$ cat src/verilog/acps_defs.svh
// Register offset, field positions, reset values and map constants of the aux control block.
`ifndef ACPS_DEFS_SVH
`define ACPS_DEFS_SVH
`define ACPS_AUX_CONTROL_ADDR 8'hA2
`define ACPS_POINTER_SELECT_BIT 0
`define ACPS_ZERO_BIT 2
`define ACPS_USER_FLAG_BIT 3
`define ACPS_BOOT_SPACE_BIT 5
`define ACPS_WRITABLE_MASK 8'h29
`define ACPS_BOOT_BASE 16'hF800
`define ACPS_BOOT_TOP 16'hFFFF
`define ACPS_POINTER_RESET 16'h0000
`endif

$ cat src/verilog/acps_pkg.sv
// Types shared by the aux control block.
package acps_pkg;
  typedef enum logic [1:0] {
    ACPS_PTR_HOLD,
    ACPS_PTR_LOAD,
    ACPS_PTR_INC
  } acps_ptr_op_t;
endpackage : acps_pkg

$ cat src/verilog/acps_boot_map.sv
// Decoder that tells whether a code address falls in the mapped boot flash window.
`timescale 1ns/1ps
`include "acps_defs.svh"
module acps_boot_map (
  input wire logic boot_space_enable_i,
  input wire logic [15:0] code_addr_i,
  output logic boot_hit_o
);
  always_comb begin
    boot_hit_o = boot_space_enable_i && (code_addr_i >= `ACPS_BOOT_BASE) &&
                 (code_addr_i <= `ACPS_BOOT_TOP); // see [RULE1]
  end
endmodule : acps_boot_map

$ cat src/verilog/acps_aux_control.sv
// Aux control register with dual data pointer storage and boot flash mapping.
// Summary of operation
// [RULE1] Boot space bit maps boot flash at top.
// [RULE2] User flag is plain storage, no effect.
// [RULE3] Bit two always reads zero, ignores writes.
// [RULE4] Pointer select chooses active data pointer.
// [RULE5] Software never sets reserved bits 7,6,4,1.
// [RULE6] Reset clears select, boot bit from fuse.
// [RULE7] Increment toggles select, keeps user flag.
// [RULE8] Two independent 16-bit data pointers.
// [RULE9] Writes update bits 5,3,0 only, next cycle.
`timescale 1ns/1ps
`include "acps_defs.svh"
module acps_aux_control (
  input wire logic clk_i,
  input wire logic rst_i,
  input wire logic boot_jump_fuse_i,
  input wire logic [7:0] sfr_addr_i,
  input wire logic sfr_wr_i,
  input wire logic [7:0] sfr_wdata_i,
  output logic [7:0] sfr_rdata_o,
  output logic sfr_hit_o,
  input wire acps_pkg::acps_ptr_op_t ptr_op_i,
  input wire logic [15:0] ptr_wdata_i,
  output logic [15:0] active_pointer_o,
  output logic pointer_select_o,
  output logic user_flag_o,
  output logic boot_space_enable_o,
  input wire logic [15:0] code_addr_i,
  output logic boot_hit_o
);
  typedef struct packed {
    logic reset_seen;
    logic pointer_select;
    logic user_flag;
    logic boot_space_enable;
    logic [15:0] data_pointer_zero;
    logic [15:0] data_pointer_one;
  } acps_state_t;

  acps_state_t state_q;
  acps_state_t state_d;
  logic sel_wr;

  function automatic logic [15:0] acps_ptr_next(input acps_pkg::acps_ptr_op_t op,
                                                input logic [15:0] cur,
                                                input logic [15:0] wdata);
    logic [15:0] res;
    res = cur;
    unique case (op)
      acps_pkg::ACPS_PTR_HOLD: res = cur;
      acps_pkg::ACPS_PTR_LOAD: res = wdata;
      acps_pkg::ACPS_PTR_INC: res = cur + 16'h0001;
      default: res = cur;
    endcase
    return res;
  endfunction : acps_ptr_next

  // The address decode feeds both the write strobe and the hit flag, so it lives in one place.
  function automatic logic acps_addr_hit(input logic [7:0] addr);
    return addr == `ACPS_AUX_CONTROL_ADDR;
  endfunction : acps_addr_hit

  assign sel_wr = sfr_wr_i && acps_addr_hit(sfr_addr_i);
  assign sfr_hit_o = acps_addr_hit(sfr_addr_i);

  always_comb begin
    state_d = state_q;
    state_d.reset_seen = rst_i;
    if (rst_i) begin
      state_d.pointer_select = 1'b0; // see [RULE6]
      state_d.user_flag = 1'b0;
      // The fuse is a static level while reset is held, so it is taken without a synchroniser.
      state_d.boot_space_enable = boot_jump_fuse_i; // see [RULE6]
      state_d.data_pointer_zero = `ACPS_POINTER_RESET;
      state_d.data_pointer_one = `ACPS_POINTER_RESET;
    end else begin
      if (state_q.pointer_select) begin
        state_d.data_pointer_one = acps_ptr_next(ptr_op_i, state_q.data_pointer_one,
                                                 ptr_wdata_i); // see [RULE8]
      end else begin
        state_d.data_pointer_zero = acps_ptr_next(ptr_op_i, state_q.data_pointer_zero,
                                                  ptr_wdata_i); // see [RULE8]
      end
      // Only bits 5, 3 and 0 have storage; bit 1 reads zero, so an increment's carry dies there.
      if (sel_wr) begin
        state_d.pointer_select = sfr_wdata_i[`ACPS_POINTER_SELECT_BIT]; // see [RULE9]
        state_d.user_flag = sfr_wdata_i[`ACPS_USER_FLAG_BIT]; // see [RULE2]
        state_d.boot_space_enable = sfr_wdata_i[`ACPS_BOOT_SPACE_BIT]; // see [RULE9]
      end
    end
  end

  // Reset is folded into the next-state logic so that one register process holds all state.
  always_ff @(posedge clk_i) begin
    state_q <= state_d;
  end

  always_comb begin
    // Reserved bits read as zero; software must treat them as undefined anyway.
    sfr_rdata_o = 8'h00; // see [RULE5]
    sfr_rdata_o[`ACPS_POINTER_SELECT_BIT] = state_q.pointer_select;
    sfr_rdata_o[`ACPS_USER_FLAG_BIT] = state_q.user_flag;
    sfr_rdata_o[`ACPS_BOOT_SPACE_BIT] = state_q.boot_space_enable;
    sfr_rdata_o[`ACPS_ZERO_BIT] = 1'b0; // see [RULE3]
  end

  assign active_pointer_o = state_q.pointer_select ? state_q.data_pointer_one
                                                   : state_q.data_pointer_zero; // see [RULE4]
  assign pointer_select_o = state_q.pointer_select;
  assign user_flag_o = state_q.user_flag;
  assign boot_space_enable_o = state_q.boot_space_enable;

  acps_boot_map u_boot_map (
    .boot_space_enable_i(state_q.boot_space_enable),
    .code_addr_i(code_addr_i),
    .boot_hit_o(boot_hit_o)
  );
endmodule : acps_aux_control

$ cat config.mk
export PLATFORM = sky130hd
export DESIGN_NAME = acps_aux_control
export DESIGN_NICKNAME = d
export VERILOG_FILES = /design/src/verilog/acps_pkg.sv /design/src/verilog/acps_boot_map.sv /design/src/verilog/acps_aux_control.sv
export VERILOG_INCLUDE_DIRS = /design/src /design/src/verilog
export SDC_FILE = /design/constraint.sdc
export NUM_CORES = 1
export LEC_CHECK = 0
export CORE_ASPECT_RATIO = 1.1
export CORE_MARGIN = 3
export CORE_UTILIZATION = 57
export DETAILED_ROUTE_END_ITERATION = 10
export DONT_BUFFER_PORTS = 1
export GPL_TIMING_DRIVEN = 0
export PLACE_DENSITY_LB_ADDON = 0.25
export SYNTH_ARGS = -nofsm -noshare
export SYNTH_HDL_FRONTEND = slang
export SYNTH_SLANG_ARGS = --single-unit
$ cat constraint.sdc
create_clock -name clk_i -period 1.75 [get_ports clk_i]
set_input_delay 0.4375 -clock clk_i [delete_from_list [all_inputs] [get_ports clk_i]]
set_output_delay 0.4375 -clock clk_i [all_outputs]
set_load 0.01 [all_outputs]
== Word-level counts from Yosys, hierarchy flattened ==
Cells that the tools add are included.

* Reductions and logical operators: 7
* Order comparisons: 2
* Multiplexer cells: 7
* $add $sub $neg: 2
* Bitwise gates (word level): 1
* Equal/unequal tests: 3

{| class="wikitable"
|+ Operator list
! kind !! number
|-
| 16-bit one-hot mux with 2 select lines || 2
|-
| 16-bit 2-to-1 mux || 3
|-
| 33-bit 2-to-1 mux || 1
|-
| 16-bit by 1-bit adder with 16-bit output (second input constant) || 2
|-
| 16-bit >= comparator (second input constant) || 1
|-
| 16-bit less-or-equal comparator (second input constant) || 1
|-
| 8-bit equality test (second input constant) || 1
|-
| 2-bit AND reduction || 2
|-
| 2-bit nonzero test || 2
|-
| 1-bit logical AND || 3
|-
| 2-bit by 1-bit equality test with 1-bit output (second input constant) || 1
|-
| 2-bit equality test (second input constant) || 1
|-
| 1-bit 2-to-1 mux || 1
|-
| 1-bit NOT || 1
|}

* Register bits after elaboration: 35
* Output and inout bits: 29
* Word-level logic and storage cells: 27

== Depth between registers and ports, before layout ==
* Depth in word-level cells: 4
* Depth in mapped cells: 8
* Gate-level depth less buffers: 6

== Modules after synthesis ==
A second synthesis with hierarchy kept.

* Cells, all modules: 323
* Area, all modules: 2543.7 sq um

{| class="wikitable"
|+ Modules (own cells, without submodules)
! module !! area each (sq um) !! seq. area each (sq um) !! cells an instance !! instances
|-
| acps_aux_control || 2529.9 || 710.7 || 320 || 1
|-
| acps_boot_map || 13.8 || 0.0 || 3 || 1
|}

== Least setup slack after synthesis ==
No wires, ideal clock.

* Path kind: input -> register
* From: in ptr_op_i[0]
* To: reg state_q[14] (netlist name)
* Stages on the path: 7
* Data arrival time: 1756 ps
* Slack: -73 ps
* Setup time: 67 ps
* Data required time: 1683 ps
* Path through: inv_1 ha_1 nand2b_1 clkbuf_1 or3_1 mux2_2 a21oi_2

* Longest elaborated chain between the ends: 3
* Elaborated cells between the ends (all ways): 5

{| class="wikitable"
|+ RTL lines
! what !! line !! RTL
|-
| from (decl) || acps_aux_control.sv:23 || <nowiki>input wire acps_pkg::acps_ptr_op_t ptr_op_i,</nowiki>
|-
| 2-bit equality test / 2-bit by 1-bit equality test with 1-bit output (equally long branches) || acps_aux_control.sv:50 || <nowiki>unique case (op)</nowiki>
|-
| 2-bit nonzero test (no source line) || n/a ||
|-
| 2-bit AND reduction (no source line) || n/a ||
|-
| to (signal assigned) || acps_aux_control.sv:96 || <nowiki>state_q <= state_d;</nowiki>
|-
| to (decl) || acps_aux_control.sv:41 || <nowiki>acps_state_t state_q;</nowiki>
|}

Parallel ways exist; a longest one is shown, timed or not.
A chain may end at the register's enable or synchronous reset.

== Worst setup path in the final report ==
* From: reg state_q, in the netlist pointer_select_o
* To: out active_pointer_o[9]

* Longest elaborated chain between the ends: 1

{| class="wikitable"
|+ RTL lines
! what !! line !! RTL
|-
| 16-bit 2-to-1 mux || acps_aux_control.sv:108 || <nowiki>assign active_pointer_o = state_q.pointer_select ? state_q.data_pointer_one</nowiki>
|-
| to (decl) || acps_aux_control.sv:25 || <nowiki>output logic [15:0] active_pointer_o,</nowiki>
|}

No other way between the ends.

==> results by group <==
Outcome
  • Result of the run: finished clean

Global route
  • Overflow after GRT: 0
  • Global-route usage over all layers: between 30 and 40%
  • First-pass GRT wire length: 11,500 µm
  • Number of antenna violations at the first check in global routing: 0
  • Number of global-route vias before repair: between 2k and 2.5k
  • Pin count of the biggest net entering global routing: 11

STA
  • Worst slew margin relative to its limit: 57.0%
  • Min Clock Period, post-route: 1.74 ns
  • Portion of the clock cycle consumed by the worst path in the final layout: between 90% and 100%
  • Count of final setup violators: 0
  • Minimum setup slack in the final design: 0.00518 ns
  • Worst-margin pin slew: 0.645 ns
  • Unrepaired setup endpoints after global routing: true
  • Worst setup skew after layout: 0.00760 ns
  • Worst hold-check slack: between 0.2 and 0.3 ns
  • Final-report max-slew violation count: 0
  • Final Hold Fails: 0
  • Achievable clock frequency: 573 MHz

Routing
  • Number of vias in the routed layout: 2,629
  • DR pass1 iterations: 5
  • Detail Route Antenna Nets: 0
  • Aggregate routed wire length: 7730 µm
  • DRC violation count after routing: 0
  • Vias/cell: 6.78
  • Average wire length per cell after detail routing: 19.9 µm
  • Detailed router's first-iteration violation count: approximately 350

Clock tree
  • Number of sinks handled by clock tree synthesis: 35
  • Maximum clock insertion buffer count: 2
  • Worst skew pair latency: 0.30 ns
  • CTS buffer count: 5
  • Clock transition at the registers of the reported paths: ~0.070 ns
  • Root buf cell: clkbuf_8
  • Clock H-tree levels: 2
  • TritonCTS clock tree: done

Cells and area
  • Filler cells: ~330
  • Commonest non-fill, non-tap cell in the layout: dfxtp_1
  • Ant diodes: 0
  • Layout area overhead: 13.7%
  • Non-Filler Instances: 388
  • Proportion of layout cells with a drive suffix above 1: 19.9%
  • Commonest non-fill, non-tap cells in the layout: dfxtp_1, a21oi_1, nand2_1
  • Layout Nets: 392

Placement
  • Number of placed instances with taps included: 379
  • PortBufs: 0
  • Post-placement setup slack: -0.185 ns
  • Detail Placement HPWL: 5320 µm
  • Weighted congestion at the end of routability-driven global placement: roughly 1.0

Logic synthesis
  • Mapped Cells: 323
  • Avg Synthesized Cell Area: 7.62 µm²
  • Post-Synthesis Cell Area: 2460 µm²
  • Yosys cell types: 47
  • Sequential-to-total area share from yosys stat: 28.9%
  • Count of state elements after synthesis: 35
  • Warnings from Yosys: 0

Power and ir drop
  • P per Cell Area: around 640 nW/µm²
  • Worst vdd rail ir drop: 0.000420 V
  • Static leakage power: 1.00 nW

Die
  • Number of cell rows: 24
  • Height of the die: 74.9 µm
  • Standard cell core area: 4050 µm²
  • Effective utilization at floorplan: roughly three fifths
  • Number of ports placed on the die boundary: 83
  • Die Outline Area: 5140 µm²
  • Horizontal die dimension: slightly below 70 µm

Critical path
  • CP cell instances: buf_8 > buf_12 > mux2_4
  • Launching element type of the critical path: flip-flop
  • Category of the critical setup timing path: reg2out
  • Capturing element type of the critical path: primary output
  • Arrival time at the worst endpoint: ~1.3 ns
  • Max stage delay cell, worst path: dfxtp_4
  • Critical-path maximum fanout: 10
  • CP max stage delay: ~0.4 ns
  • Worst Path Required: 1.31 ns

Min path
  • Class of the worst hold path: in2reg

Job
  • Max-cap violations: 0
-- stage by stage --
step	area (µm²)	utilization [%]	setup TNS [ns]	power, mW
5_1_grt	2800	69.0	-0.220	1.85
6_report	2800	69.0	0	1.78
3_3_place_gp	2560	63.1	-3.45	1.18
2_1_floorplan	2490	-	0	1.11
3_5_place_dp	2560	63.1	-3.75	1.18
4_1_cts	2730	67.3	-0.128	1.77
-- routing by layer --
layer / GRT usage (%) / up-vias / part of all wire, %
li1: - / 1212 / -
met3: 8.96 / 18 / 12
met2: 47.1 / 178 / 47
met1: 39.6 / 1221 / 39
met5: 0 / - / 0
met4: 11.5 / 0 / 1.9
-- cells in the mapped netlist (all sizes together) --
cell     count  area [µm²]
or2          2        12.5
a211oi       2        15.0
edfxtp       1        30.0
nor4        12        75.1
nor2        26        97.6
o21a         2        15.0
nor4bb       1        10.0
conb         1        3.75
a211o        1        8.76
buf         19         115
dfxtp       34         681
nor2b        9        56.3
and3        11        68.8
a21o         5        37.5
o31a         2        17.5
nand2       27         101
clkbuf      11        42.5
and4         1        8.76
a32oi        1        8.76
o31ai        1        7.51
a22oi        1        7.51
o22ai        6        37.5
o32ai        1        8.76
a311oi       3        26.3
a31oi        4        25.0
nand3       11        60.1
nor3         8        40.0
a22o         4        35.0
mux2        21         236
a21oi       30         154
o211ai       1        7.51
nand2b       7        43.8
o21ai       22         110
or3          8        50.1
a311o        1        10.0
o2bb2ai      1        8.76
mux2i        5        50.1
inv          5        18.8
ha           3        37.5
nand4       12        81.3
-- state kept, by name, indices dropped and copies added, names as in the netlist --
| signal | cells |
|---|---|
| boot_space_enable_o | 1 |
| state_q | 32 |
| pointer_select_o | 1 |
| user_flag_o | 1 |
-- area by class of cell --
cell class	count	area [µm²]	share of cell area [%]
Multi-Input combinational cell	257	1700	60.9
Sequential cell	35	718	25.7
Buffer	29	183	6.53
Clock buffer	7	76.3	2.73
Tap cell	52	65.1	2.33
Timing Repair Buffer	2	27.5	0.984
Inverter	5	18.8	0.671
Clock inverter	1	5.00	0.179
-- cell families after synthesis --
| family | after synthesis | share of synthesized area (%) |
|---|---|---|
| muxes | 26 | 11.6 |
| adders and majority gates | 3 | 1.53 |
| buffers and inverters | 35 | 7.17 |
| DFF | 35 | 28.9 |
| AOI/OAI and AO/OA | 88 | 22.0 |
| and+or+nand+nor | 135 | 28.7 |
| other | 1 | 0.152 |
-- power by group --
| part | internal (mW) | switching [mW] |
|---|---|---|
| clock | 0.280 | 0.313 |
| combinational | 0.130 | 0.176 |
| sequential | 0.831 | 0.0543 |
| total | 1.24 | 0.543 |
-- worst max-delay path, delay by kind of cell, from the launching register on --
family                 cells  cell delay [ns]
buffers and inverters      2             0.26
multiplexers               1             0.33
flip-flops                 1             0.41
-- final timing paths --
kind	cells past startpoint	startpoint	end	slack [ns]
setup / recovery	3	pointer_select_o	active_pointer_o[9]	0.005
hold reg to reg	2	state_q[0]	state_q[0]	0.53
setup reg to reg	5	state_q[0]	state_q[14]	0.005
hold / removal	2	sfr_wdata_i[3]	user_flag_o	0.28
-- repair_timing --
item	in CTS	in global routing
hold buffers	0	0
setup endpoints to repair	18	26
setup buffers	2	0
resized for setup	18	18
pin swaps	0	1
Note: power is estimated with default switching activity, not from simulation.
